<file path="config.mk">
export PLATFORM = sky130hd
export DESIGN_NAME = spcl_strap_latch
export DESIGN_NICKNAME = d
export VERILOG_FILES = /design/src/spcl_pkg.sv /design/src/spcl_strap_latch.sv /design/src/spcl_sync.sv
export SDC_FILE = /design/constraint.sdc
export NUM_CORES = 1
export LEC_CHECK = 0
export ABC_AREA = 1
export ABC_CLOCK_PERIOD_IN_PS = 1600
export BUFFER_PORTS_ARGS = -buffer_cell sky130_fd_sc_hd__buf_4
export CELL_PAD_IN_SITES_DETAIL_PLACEMENT = 1
export CELL_PAD_IN_SITES_GLOBAL_PLACEMENT = 1
export CORE_MARGIN = 2
export CORE_UTILIZATION = 36
export CTS_CLUSTER_DIAMETER = 150
export CTS_CLUSTER_SIZE = 20
export DETAILED_ROUTE_END_ITERATION = 10
export GPL_ROUTABILITY_DRIVEN = 0
export PLACE_DENSITY_LB_ADDON = 0.1
export SYNTH_ARGS = -nofsm -noshare
export SYNTH_HDL_FRONTEND = slang
export SYNTH_SLANG_ARGS = --single-unit
</file>
<file path="constraint.sdc">
create_clock -name i_sys_clk -period 1.6 [get_ports i_sys_clk]
set_input_delay 0.16 -clock i_sys_clk [delete_from_list [all_inputs] [get_ports i_sys_clk]]
set_output_delay 0.16 -clock i_sys_clk [all_outputs]
set_load 0.01 [all_outputs]
</file>
<file path="src/spcl_pkg.sv">
// Package: strap latch constants, modes and carrier structs
`default_nettype none
package spcl_pkg;
	localparam int          ADDR_W         = 3;
	localparam logic [2:0]  ADDR_RESET     = 3'h0;
	localparam logic        PD_RESET       = 1'h1;
	localparam logic        ROLE_RESET     = 1'h0;
	localparam logic        HI_ABLE_RESET  = 1'h1;
	localparam logic        MEDIA_RESET    = 1'h0;
	localparam logic        AN_EN_RESET    = 1'h1;
	localparam logic        TX_HI_RESET    = 1'h0;
	localparam int          SYNC_STAGES    = 2;
	localparam int          STRAP_W        = 10;

	typedef enum logic [1:0] {
		SPCL_MAC_RMII,
		SPCL_MAC_RGMII,
		SPCL_MAC_RSVD,
		SPCL_MAC_MII
	} spcl_mac_if_t;

	typedef struct packed {
		logic [2:0] addr;
		logic       pd_after_reset_n;
		logic       role;
		logic       tx_level;
		logic       mac_hi;
		logic       mac_lo;
		logic       media_conv;
		logic       link_up;
	} spcl_straps_t;

	typedef struct packed {
		logic [2:0]   phy_addr;
		logic         high_level_ability_bit;
		spcl_mac_if_t mac_if;
		logic         media_conv_strap;
	} spcl_defaults_t;

	typedef struct packed {
		logic adv_role_leader_bit;
		logic forced_role_leader_bit;
		logic soft_powerdown_ctrl;
		logic tx_hi_level_en;
		logic media_conv_enable;
		logic an_enable;
	} spcl_ctrl_t;
endpackage : spcl_pkg
`default_nettype wire

</file>
<file path="src/spcl_strap_latch.sv">
// Strap pin capture and management override of reset defaults
//
// Contract
// - Floating strap reads low, zero default
// - Three straps form address, default zero
// - Straps resampled after every reset event
// - Power-down strap low loads soft power-down
// - Management write of zero leaves power-down
// - Autonegotiation starts when enabled, not powered-down
// - Soft power-down disables most functional modules
// - Role strap: 0 follower, 1 leader
// - Role strap sets both role bits
// - Role bits writable, revert at reset
// - Tx-level strap low gives high ability
// - Tx-level strap high blocks high-level writes
// - Two straps select MAC interface type
// - Media strap counts only in RMII mode
// - Register bit also enables media converter
// - Pins return to normal function after capture; rxd held low in soft power-down
// - Management write or reset re-capture with power-down strap high leaves power-down
`default_nettype none
module spcl_strap_latch (
	input  wire logic                    i_sys_clk,
	input  wire logic                    i_reset_n,
	input  wire logic                    i_soft_reset,
	input  wire logic                    i_addr_strap_bit0,
	input  wire logic                    i_addr_strap_bit1,
	input  wire logic                    i_addr_strap_bit2,
	input  wire logic                    i_powerdown_after_reset_strap,
	input  wire logic                    i_role_pref_strap,
	input  wire logic                    i_tx_level_strap,
	input  wire logic                    i_mac_if_sel_lo_strap,
	input  wire logic                    i_mac_if_sel_hi_strap,
	input  wire logic                    i_media_conv_strap,
	input  wire logic                    i_pin_func_link_up,
	input  wire logic                    i_pin_func_rxd,
	input  wire logic                    i_mgmt_wr,
	input  wire spcl_pkg::spcl_ctrl_t    i_mgmt_wdata,
	output logic                         o_captured,
	output spcl_pkg::spcl_defaults_t     o_defaults,
	output spcl_pkg::spcl_ctrl_t         o_ctrl,
	output logic                         o_media_conv_active,
	output logic                         o_modules_enable,
	output logic                         o_an_start,
	output logic                         o_link_up_indicator,
	output logic                         o_rxd_pin
);
	spcl_pkg::spcl_straps_t  raw_straps;
	spcl_pkg::spcl_straps_t  synced;
	spcl_pkg::spcl_defaults_t next_defaults;
	spcl_pkg::spcl_ctrl_t    next_ctrl;
	logic                    sample_pending;
	logic                    capture_now;
	logic [1:0]              fill;
	logic                    sync_full;
	logic                    tx_locked;
	logic                    wr_tx_hi;
	logic                    rmii_mode;
	logic                    media_active;

	// Pads are pulled low externally/internally; undriven pins arrive as 0
	assign raw_straps = '{
		addr:             {i_addr_strap_bit2, i_addr_strap_bit1, i_addr_strap_bit0},
		pd_after_reset_n: i_powerdown_after_reset_strap,
		role:             i_role_pref_strap,
		tx_level:         i_tx_level_strap,
		mac_hi:           i_mac_if_sel_hi_strap,
		mac_lo:           i_mac_if_sel_lo_strap,
		media_conv:       i_media_conv_strap,
		link_up:          i_pin_func_link_up
	};

	spcl_sync #(
		.WIDTH(spcl_pkg::STRAP_W)
	) u_sync (
		.i_sys_clk(i_sys_clk),
		.i_reset_n(i_reset_n),
		.i_async  (raw_straps),
		.o_sync   (synced)
	);

	// Capture waits until synchroniser has filled after release
	assign sync_full   = (fill == 2'(spcl_pkg::SYNC_STAGES));
	assign capture_now = sample_pending && sync_full && !i_soft_reset;

	assign next_defaults = '{
		phy_addr:               synced.addr,
		high_level_ability_bit: !synced.tx_level,
		mac_if:                 spcl_pkg::spcl_mac_if_t'({synced.mac_hi, synced.mac_lo}),
		media_conv_strap:       synced.media_conv
	};

	assign tx_locked = !o_defaults.high_level_ability_bit;
	assign wr_tx_hi  = tx_locked ? 1'h0 : i_mgmt_wdata.tx_hi_level_en;

	always_comb begin
		next_ctrl = o_ctrl;
		if (capture_now) begin
			next_ctrl.adv_role_leader_bit    = synced.role;
			next_ctrl.forced_role_leader_bit = synced.role;
			next_ctrl.soft_powerdown_ctrl    = !synced.pd_after_reset_n;
			next_ctrl.tx_hi_level_en         = spcl_pkg::TX_HI_RESET;
			next_ctrl.media_conv_enable      = spcl_pkg::MEDIA_RESET;
			next_ctrl.an_enable              = spcl_pkg::AN_EN_RESET;
		end else if (i_mgmt_wr && o_captured) begin
			next_ctrl                = i_mgmt_wdata;
			next_ctrl.tx_hi_level_en = wr_tx_hi;
		end
	end

	assign rmii_mode    = (o_defaults.mac_if == spcl_pkg::SPCL_MAC_RMII);
	// Register enable is an alternative to the strap
	assign media_active = rmii_mode && o_defaults.media_conv_strap
		|| next_ctrl.media_conv_enable;

	always_ff @(posedge i_sys_clk) begin
		if (!i_reset_n) begin
			sample_pending <= 1'h1;
			o_captured     <= 1'h0;
		end else if (i_soft_reset) begin
			sample_pending <= 1'h1;
			o_captured     <= 1'h0;
		end else begin
			sample_pending <= sample_pending && !capture_now;
			o_captured     <= o_captured || capture_now;
		end
	end

	// Synchroniser is cleared by hard reset; wait until it holds pin levels
	always_ff @(posedge i_sys_clk) begin
		if (!i_reset_n) begin
			fill <= 2'h0;
		end else if (!sync_full) begin
			fill <= fill + 2'h1;
		end
	end

	always_ff @(posedge i_sys_clk) begin
		if (!i_reset_n) begin
			o_defaults <= '{
				phy_addr:               spcl_pkg::ADDR_RESET,
				high_level_ability_bit: spcl_pkg::HI_ABLE_RESET,
				mac_if:                 spcl_pkg::SPCL_MAC_RMII,
				media_conv_strap:       spcl_pkg::MEDIA_RESET
			};
		end else if (capture_now) begin
			o_defaults <= next_defaults;
		end
	end

	always_ff @(posedge i_sys_clk) begin
		if (!i_reset_n) begin
			o_ctrl <= '{
				adv_role_leader_bit:    spcl_pkg::ROLE_RESET,
				forced_role_leader_bit: spcl_pkg::ROLE_RESET,
				soft_powerdown_ctrl:    spcl_pkg::PD_RESET,
				tx_hi_level_en:         spcl_pkg::TX_HI_RESET,
				media_conv_enable:      spcl_pkg::MEDIA_RESET,
				an_enable:              spcl_pkg::AN_EN_RESET
			};
		end else begin
			o_ctrl <= next_ctrl;
		end
	end

	// Power-down gates modules; AN starts only when enabled and powered up
	always_ff @(posedge i_sys_clk) begin
		if (!i_reset_n) begin
			o_modules_enable    <= 1'h0;
			o_an_start          <= 1'h0;
			o_media_conv_active <= 1'h0;
			o_link_up_indicator <= 1'h0;
			o_rxd_pin           <= 1'h0;
		end else begin
			o_modules_enable    <= o_captured && !next_ctrl.soft_powerdown_ctrl;
			o_an_start          <= o_captured && next_ctrl.an_enable
				&& !next_ctrl.soft_powerdown_ctrl;
			o_media_conv_active <= o_captured && media_active;
			// Shared pins drive normal function only after capture
			o_link_up_indicator <= o_captured && !i_soft_reset && synced.link_up;
			o_rxd_pin           <= o_captured && !i_soft_reset && !next_ctrl.soft_powerdown_ctrl
				&& i_pin_func_rxd;
		end
	end
endmodule // spcl_strap_latch
`default_nettype wire

</file>
<file path="src/spcl_sync.sv">
// Two-flop synchroniser for a vector of pin levels
`default_nettype none
module spcl_sync #(
	parameter int WIDTH = 1
) (
	input  wire logic             i_sys_clk,
	input  wire logic             i_reset_n,
	input  wire logic [WIDTH-1:0] i_async,
	output logic      [WIDTH-1:0] o_sync
);
	logic [WIDTH-1:0] meta;

	always_ff @(posedge i_sys_clk) begin
		if (!i_reset_n) begin
			meta   <= '0;
			o_sync <= '0;
		end else begin
			meta   <= i_async;
			o_sync <= meta;
		end
	end
endmodule // spcl_sync
`default_nettype wire

</file>
=== Word-level counts from Yosys, hierarchy flattened ===
Cells that the tools add are included.

* Register bits: 42
* Output and inout bits: 19

* Add/sub/neg operators: 1
* Equality and inequality tests: 1
* Mux-type cells: 3
* Bitwise logic cells: 1
* Reduce and logical (&&, ||, !) cells: 24

{| class="wikitable"
|+ Operators by type and width
! operator !! count
|-
| 1-bit logical AND || 13
|-
| 6-bit two-way mux || 2
|-
| 1-bit logical NOT || 5
|-
| 2-bit OR reduction || 2
|-
| 2-bit by 1-bit adder with 2-bit output (second input constant) || 1
|-
| 2-bit == test (second input constant) || 1
|-
| 2-bit logical NOT || 1
|-
| 1-bit logical OR || 2
|-
| 2-bit nonzero test || 1
|-
| 1-bit two-way mux || 1
|-
| 1-bit inverter || 1
|}

=== Depth between registers and ports, before layout ===
* Depth after elaboration: 7
* Depth in mapped cells: 8
* Gate-level depth less buffers: 8

=== By module ===
Synthesis repeated with hierarchy kept, for this count alone.

* Cells, all modules: 167
* Area, all modules: 1378.8 µm²

{| class="wikitable"
|+ By module, submodules not included
! module !! instances !! cells an instance !! area an instance (µm²) !! seq. area each (µm²)
|-
| spcl_strap_latch || 1 || 105 || 805.8 || 440.4
|-
| spcl_sync || 1 || 62 || 573.0 || 400.4
|}

=== Worst setup path after synthesis ===
No wires, ideal clock.

* Kind: register to register
* From: register fill[0]
* To: register o_an_start
* Arrival time: 1073 ps
* Required time: 1482 ps
* Slack: 409 ps
* Cell stages (with the launch flop): 8
* Buffers on the path: 0
* Clock period less this slack: 1191 ps
* Cell sequence: dfxtp_1 -> inv_1 -> ha_1 -> nand2_2 -> nor2_4 -> a21oi_1 -> nand3_1 -> nor2_1

* Cells in the longest elaborated chain, start to end: 6
* Elaborated cells between the ends (all ways): 7
* Those cells by class: eq/ne: 1; mux: 1; reduce/logical: 5

{| class="wikitable"
|+ RTL lines
! what !! line !! RTL
|-
| from (decl) || spcl_strap_latch.sv:54 || <nowiki>logic [1:0] fill;</nowiki>
|-
| from (signal assigned) || spcl_strap_latch.sv:134 || <nowiki>fill <= fill + 2'h1;</nowiki>
|-
| 2-bit == test * || spcl_strap_latch.sv:83 || <nowiki>assign sync_full = (fill == 2'(spcl_pkg::SYNC_STAGES));</nowiki>
|-
| 1-bit logical AND * (2 in series) || spcl_strap_latch.sv:84 || <nowiki>assign capture_now = sample_pending && sync_full && !i_soft_reset;</nowiki>
|-
| 6-bit two-way mux * || spcl_strap_latch.sv:98 || <nowiki>if (capture_now) begin</nowiki>
|-
| 1-bit logical AND / 1-bit logical NOT (equally long branches) || spcl_strap_latch.sv:176, spcl_strap_latch.sv:177 ||
|-
| 1-bit logical AND * || spcl_strap_latch.sv:177 || <nowiki>&& !next_ctrl.soft_powerdown_ctrl;</nowiki>
|-
| to (signal assigned) || spcl_strap_latch.sv:176 || <nowiki>o_an_start <= o_captured && next_ctrl.an_enable</nowiki>
|-
| to (decl) || spcl_strap_latch.sv:44 || <nowiki>output logic o_an_start,</nowiki>
|}

Every way passes the cells marked *; elsewhere a longest branch is shown, timed or not.
A chain may end at the register's enable or synchronous reset.

=== Worst setup path in the final report ===
Ends and elaborated chain as after synthesis.

==> impl_results.md <==
- Max Clk Rate: 724 MHz
- WS Path Type: flip-flop to flip-flop
- Cell at the root of the clock tree: sky130_fd_sc_hd__clkbuf_8
- Per-cell via count in the routed design: 4.25
- Cell types with the largest area share after synthesis: sky130_fd_sc_hd__dfxtp_1, sky130_fd_sc_hd__nand2_1, sky130_fd_sc_hd__inv_1, sky130_fd_sc_hd__nor2_1, sky130_fd_sc_hd__a21oi_1
- Distinct cell type count after synthesis: 16
- Number of gates resized after CTS: 0
- Post-synthesis area per instance: 8.37 um^2
- Pin slew with the least headroom to its limit: 266 ps
- Total overflow reported by the global router: 0
- Share of layout cells above drive strength 1: 0.243
- Final Max Tran Viols: 0
- Total wire length: 2.76 mm
- Hold endpoint: u_sync.meta[4]$_SDFF_PN0_
- Total power density per cell area: 1250 nW/um^2
- DRT antenna net count: 0
- Status: finished clean
- Syn_nets: 188
- Worst EP arrival: 1560 ps
- Minimum clock period: 1380 ps
- Worst relative slew slack: 0.822
- Global routing usage summed across all routing layers: 0.149
- Clock sink total: 42
- Worst hold start: i_tx_level_strap
- Clock tree from TritonCTS: built
- Share of the clock period used by the worst path after layout: 0.863
- Cell depth of the worst flop-to-flop path: 7
- Area of the die: 4370 um^2
- Crit-path max FO: 7
- Area of the multi-input gates: 405 um^2
- Most frequent standard cell in the layout excluding fill and tap cells: sky130_fd_sc_hd__dfxtp_1
- Total placed instance area: 1730 um^2
- TritonCTS Buffers: 5
- FF+latch count, synth: 42
- Hold Path Stages: 3
- Kind of start point of the critical path: flip-flop
- Post-Route Setup TNS: 0 ps
- Sequential cell area: 841 um^2
- Final Hold Fails: 0
- Area of all placed cells without fillers: 1820 um^2
- Top Ports: 40
- Total core area: 3690 um^2
- Worst min-delay path category: input pin to flip-flop
- Wirelength per Cell: 10.7 um
- Largest net degree at the start of global routing: 23
- Final setup violation count: 0
- Wire length of the first global-routing pass: 4.83 mm
- Antenna diode instance count: 0
- Portion of the post-synthesis area used by sequential elements: 0.605
- Max_cap viols: 0
- Number of rows created at floorplan: 22
- Horiz. Die Dim: 66.1 um
- Final Skew: 3.72 ps
- Hpwl dp: 2.11 mm
- Number of setup buffers added after CTS: 0
- DRC violations left: 0
- Insertion delay of the later-clocked pin in the worst-skew pair: 290 ps
- Count of port buffers added during placement: 39
- NumNets Final: 231
- Register clock-pin slew on the reported worst setup and hold paths: 70 ps
- Highest-count cells in the layout ignoring fill and taps: sky130_fd_sc_hd__dfxtp_1, sky130_fd_sc_hd__nand2_1, sky130_fd_sc_hd__buf_4
- Static leakage: 0.978 nW
- Netlist area before placement: 1390 um^2
- First drt pass iteration count: 4
- # H-tree levels: 2
- Deepest clock path buffer count: 2
- Largest area contributor in the synthesized netlist: sky130_fd_sc_hd__dfxtp_1
- Number of global-route vias before repair: 1,102
- Starting density of the core: 0.377
- Number of DRC markers after the initial detailed-route iteration: 43
- Initial antenna violation count: 0
- Reg2Reg Setup Slack: 220 ps
- Synth warnings: 0
- Die Y-Extent: 66.1 um
- Relative area change from synthesis to final layout: 30.8%
- Required time of the critical path: 1780 ps
- CTS Hold Buffers Added: 0
- Setup repair after global routing missed its margin: false
- DR vias: 1,097
- Cell count after synthesis: 166
- Synth top area share: 0.605
- Maximum VDD drop: 704 uV
- Number of fillers in the final layout: 468
- Capture instance of the worst register-to-register path: o_an_start$_SDFF_PN0_
- Startpoint of the most critical register-to-register path: fill[0]$_SDFFE_PN0P_
- Worst setup EP type: flip-flop
layout make-up:
class,count,area share
clock inverter,1,0.00275
inverter,32,0.0661
tap,48,0.0330
clock buffer,7,0.0475
sequential,42,0.462
timing repair buffer,40,0.165
multi-input combinational,88,0.223
how the worst max path moves through the flow:
stage / start / to / slack [ps]
after floorplan: fill[0]$_SDFFE_PN0P_ / o_an_start$_SDFF_PN0_ / 410
after global placement: fill[0]$_SDFFE_PN0P_ / o_an_start$_SDFF_PN0_ / 300
after detailed placement: fill[0]$_SDFFE_PN0P_ / o_an_start$_SDFF_PN0_ / 210
after CTS: fill[0]$_SDFFE_PN0P_ / o_an_start$_SDFF_PN0_ / 200
after global routing: fill[0]$_SDFFE_PN0P_ / o_modules_enable$_SDFF_PN0_ / 50
final: fill[0]$_SDFFE_PN0P_ / o_an_start$_SDFF_PN0_ / 220
critical path, stage by stage (launching register included):
cell and delay [ps]:
sky130_fd_sc_hd__dfxtp_1 300, sky130_fd_sc_hd__inv_1 80, sky130_fd_sc_hd__ha_1 300, sky130_fd_sc_hd__nand2_2 120
sky130_fd_sc_hd__nor2_4 190, sky130_fd_sc_hd__a21oi_1 120, sky130_fd_sc_hd__nand3_1 120, sky130_fd_sc_hd__nor2_1 50
power by group:
group          total [mW]  switching, mW  internal [mW]
clock network       0.685          0.338          0.348
registers            1.20         0.0546           1.14
logic               0.390          0.212          0.178
total                2.27          0.604           1.67
layer usage:
metal | share of wire | vias to the layer above | global-route usage
met3 | 0.073 | 5 | 0.0596
met2 | 0.47 | 30 | 0.245
met5 | 0 | - | 0
met4 | 0.023 | 0 | 0.0842
met1 | 0.43 | 482 | 0.163
li1 | - | 580 | -
registers in the layout (all words and copies together), names as in the netlist:
| register | count |
|---|---|
| u_sync.meta | 10 |
| o_an_start | 1 |
| u_sync.o_sync | 10 |
| fill | 2 |
| o_rxd_pin | 1 |
| o_captured | 1 |
| o_defaults | 7 |
| o_media_conv_active | 1 |
| o_ctrl | 6 |
| o_link_up_indicator | 1 |
| sample_pending | 1 |
| o_modules_enable | 1 |
stage by stage:
stage / util / total power, mW / hold slack, ps / worst slack (ps) / std cells
4_1_cts: 0.493 / 2.31 / 33.7 / 196 / 258
3_5_place_dp: 0.468 / 1.62 / 347 / 211 / 250
3_3_place_gp: 0.468 / 1.60 / 340 / 297 / 250
5_1_grt: 0.493 / 2.42 / 54.2 / 49.1 / 258
2_1_floorplan: - / 1.45 / 258 / 409 / 166
6_report: 0.493 / 2.27 / 47.3 / 220 / 258
cells in the mapped netlist, drive strengths merged:
cell type	n
nand2	43
dfxtp	42
inv	32
nor2	15
a21oi	9
nand3	9
o21ai	9
buf	2
clkbuf	2
a21boi	1
ha	1
o211ai	1
cell families after synthesis:
family	synth area share
and+or+nand+nor	0.207
DFF	0.605
buffers and inverters	0.104
AOI/OAI and AO/OA	0.0756
adders and majority gates	0.00900
Note: power is estimated with default switching activity, not from simulation.
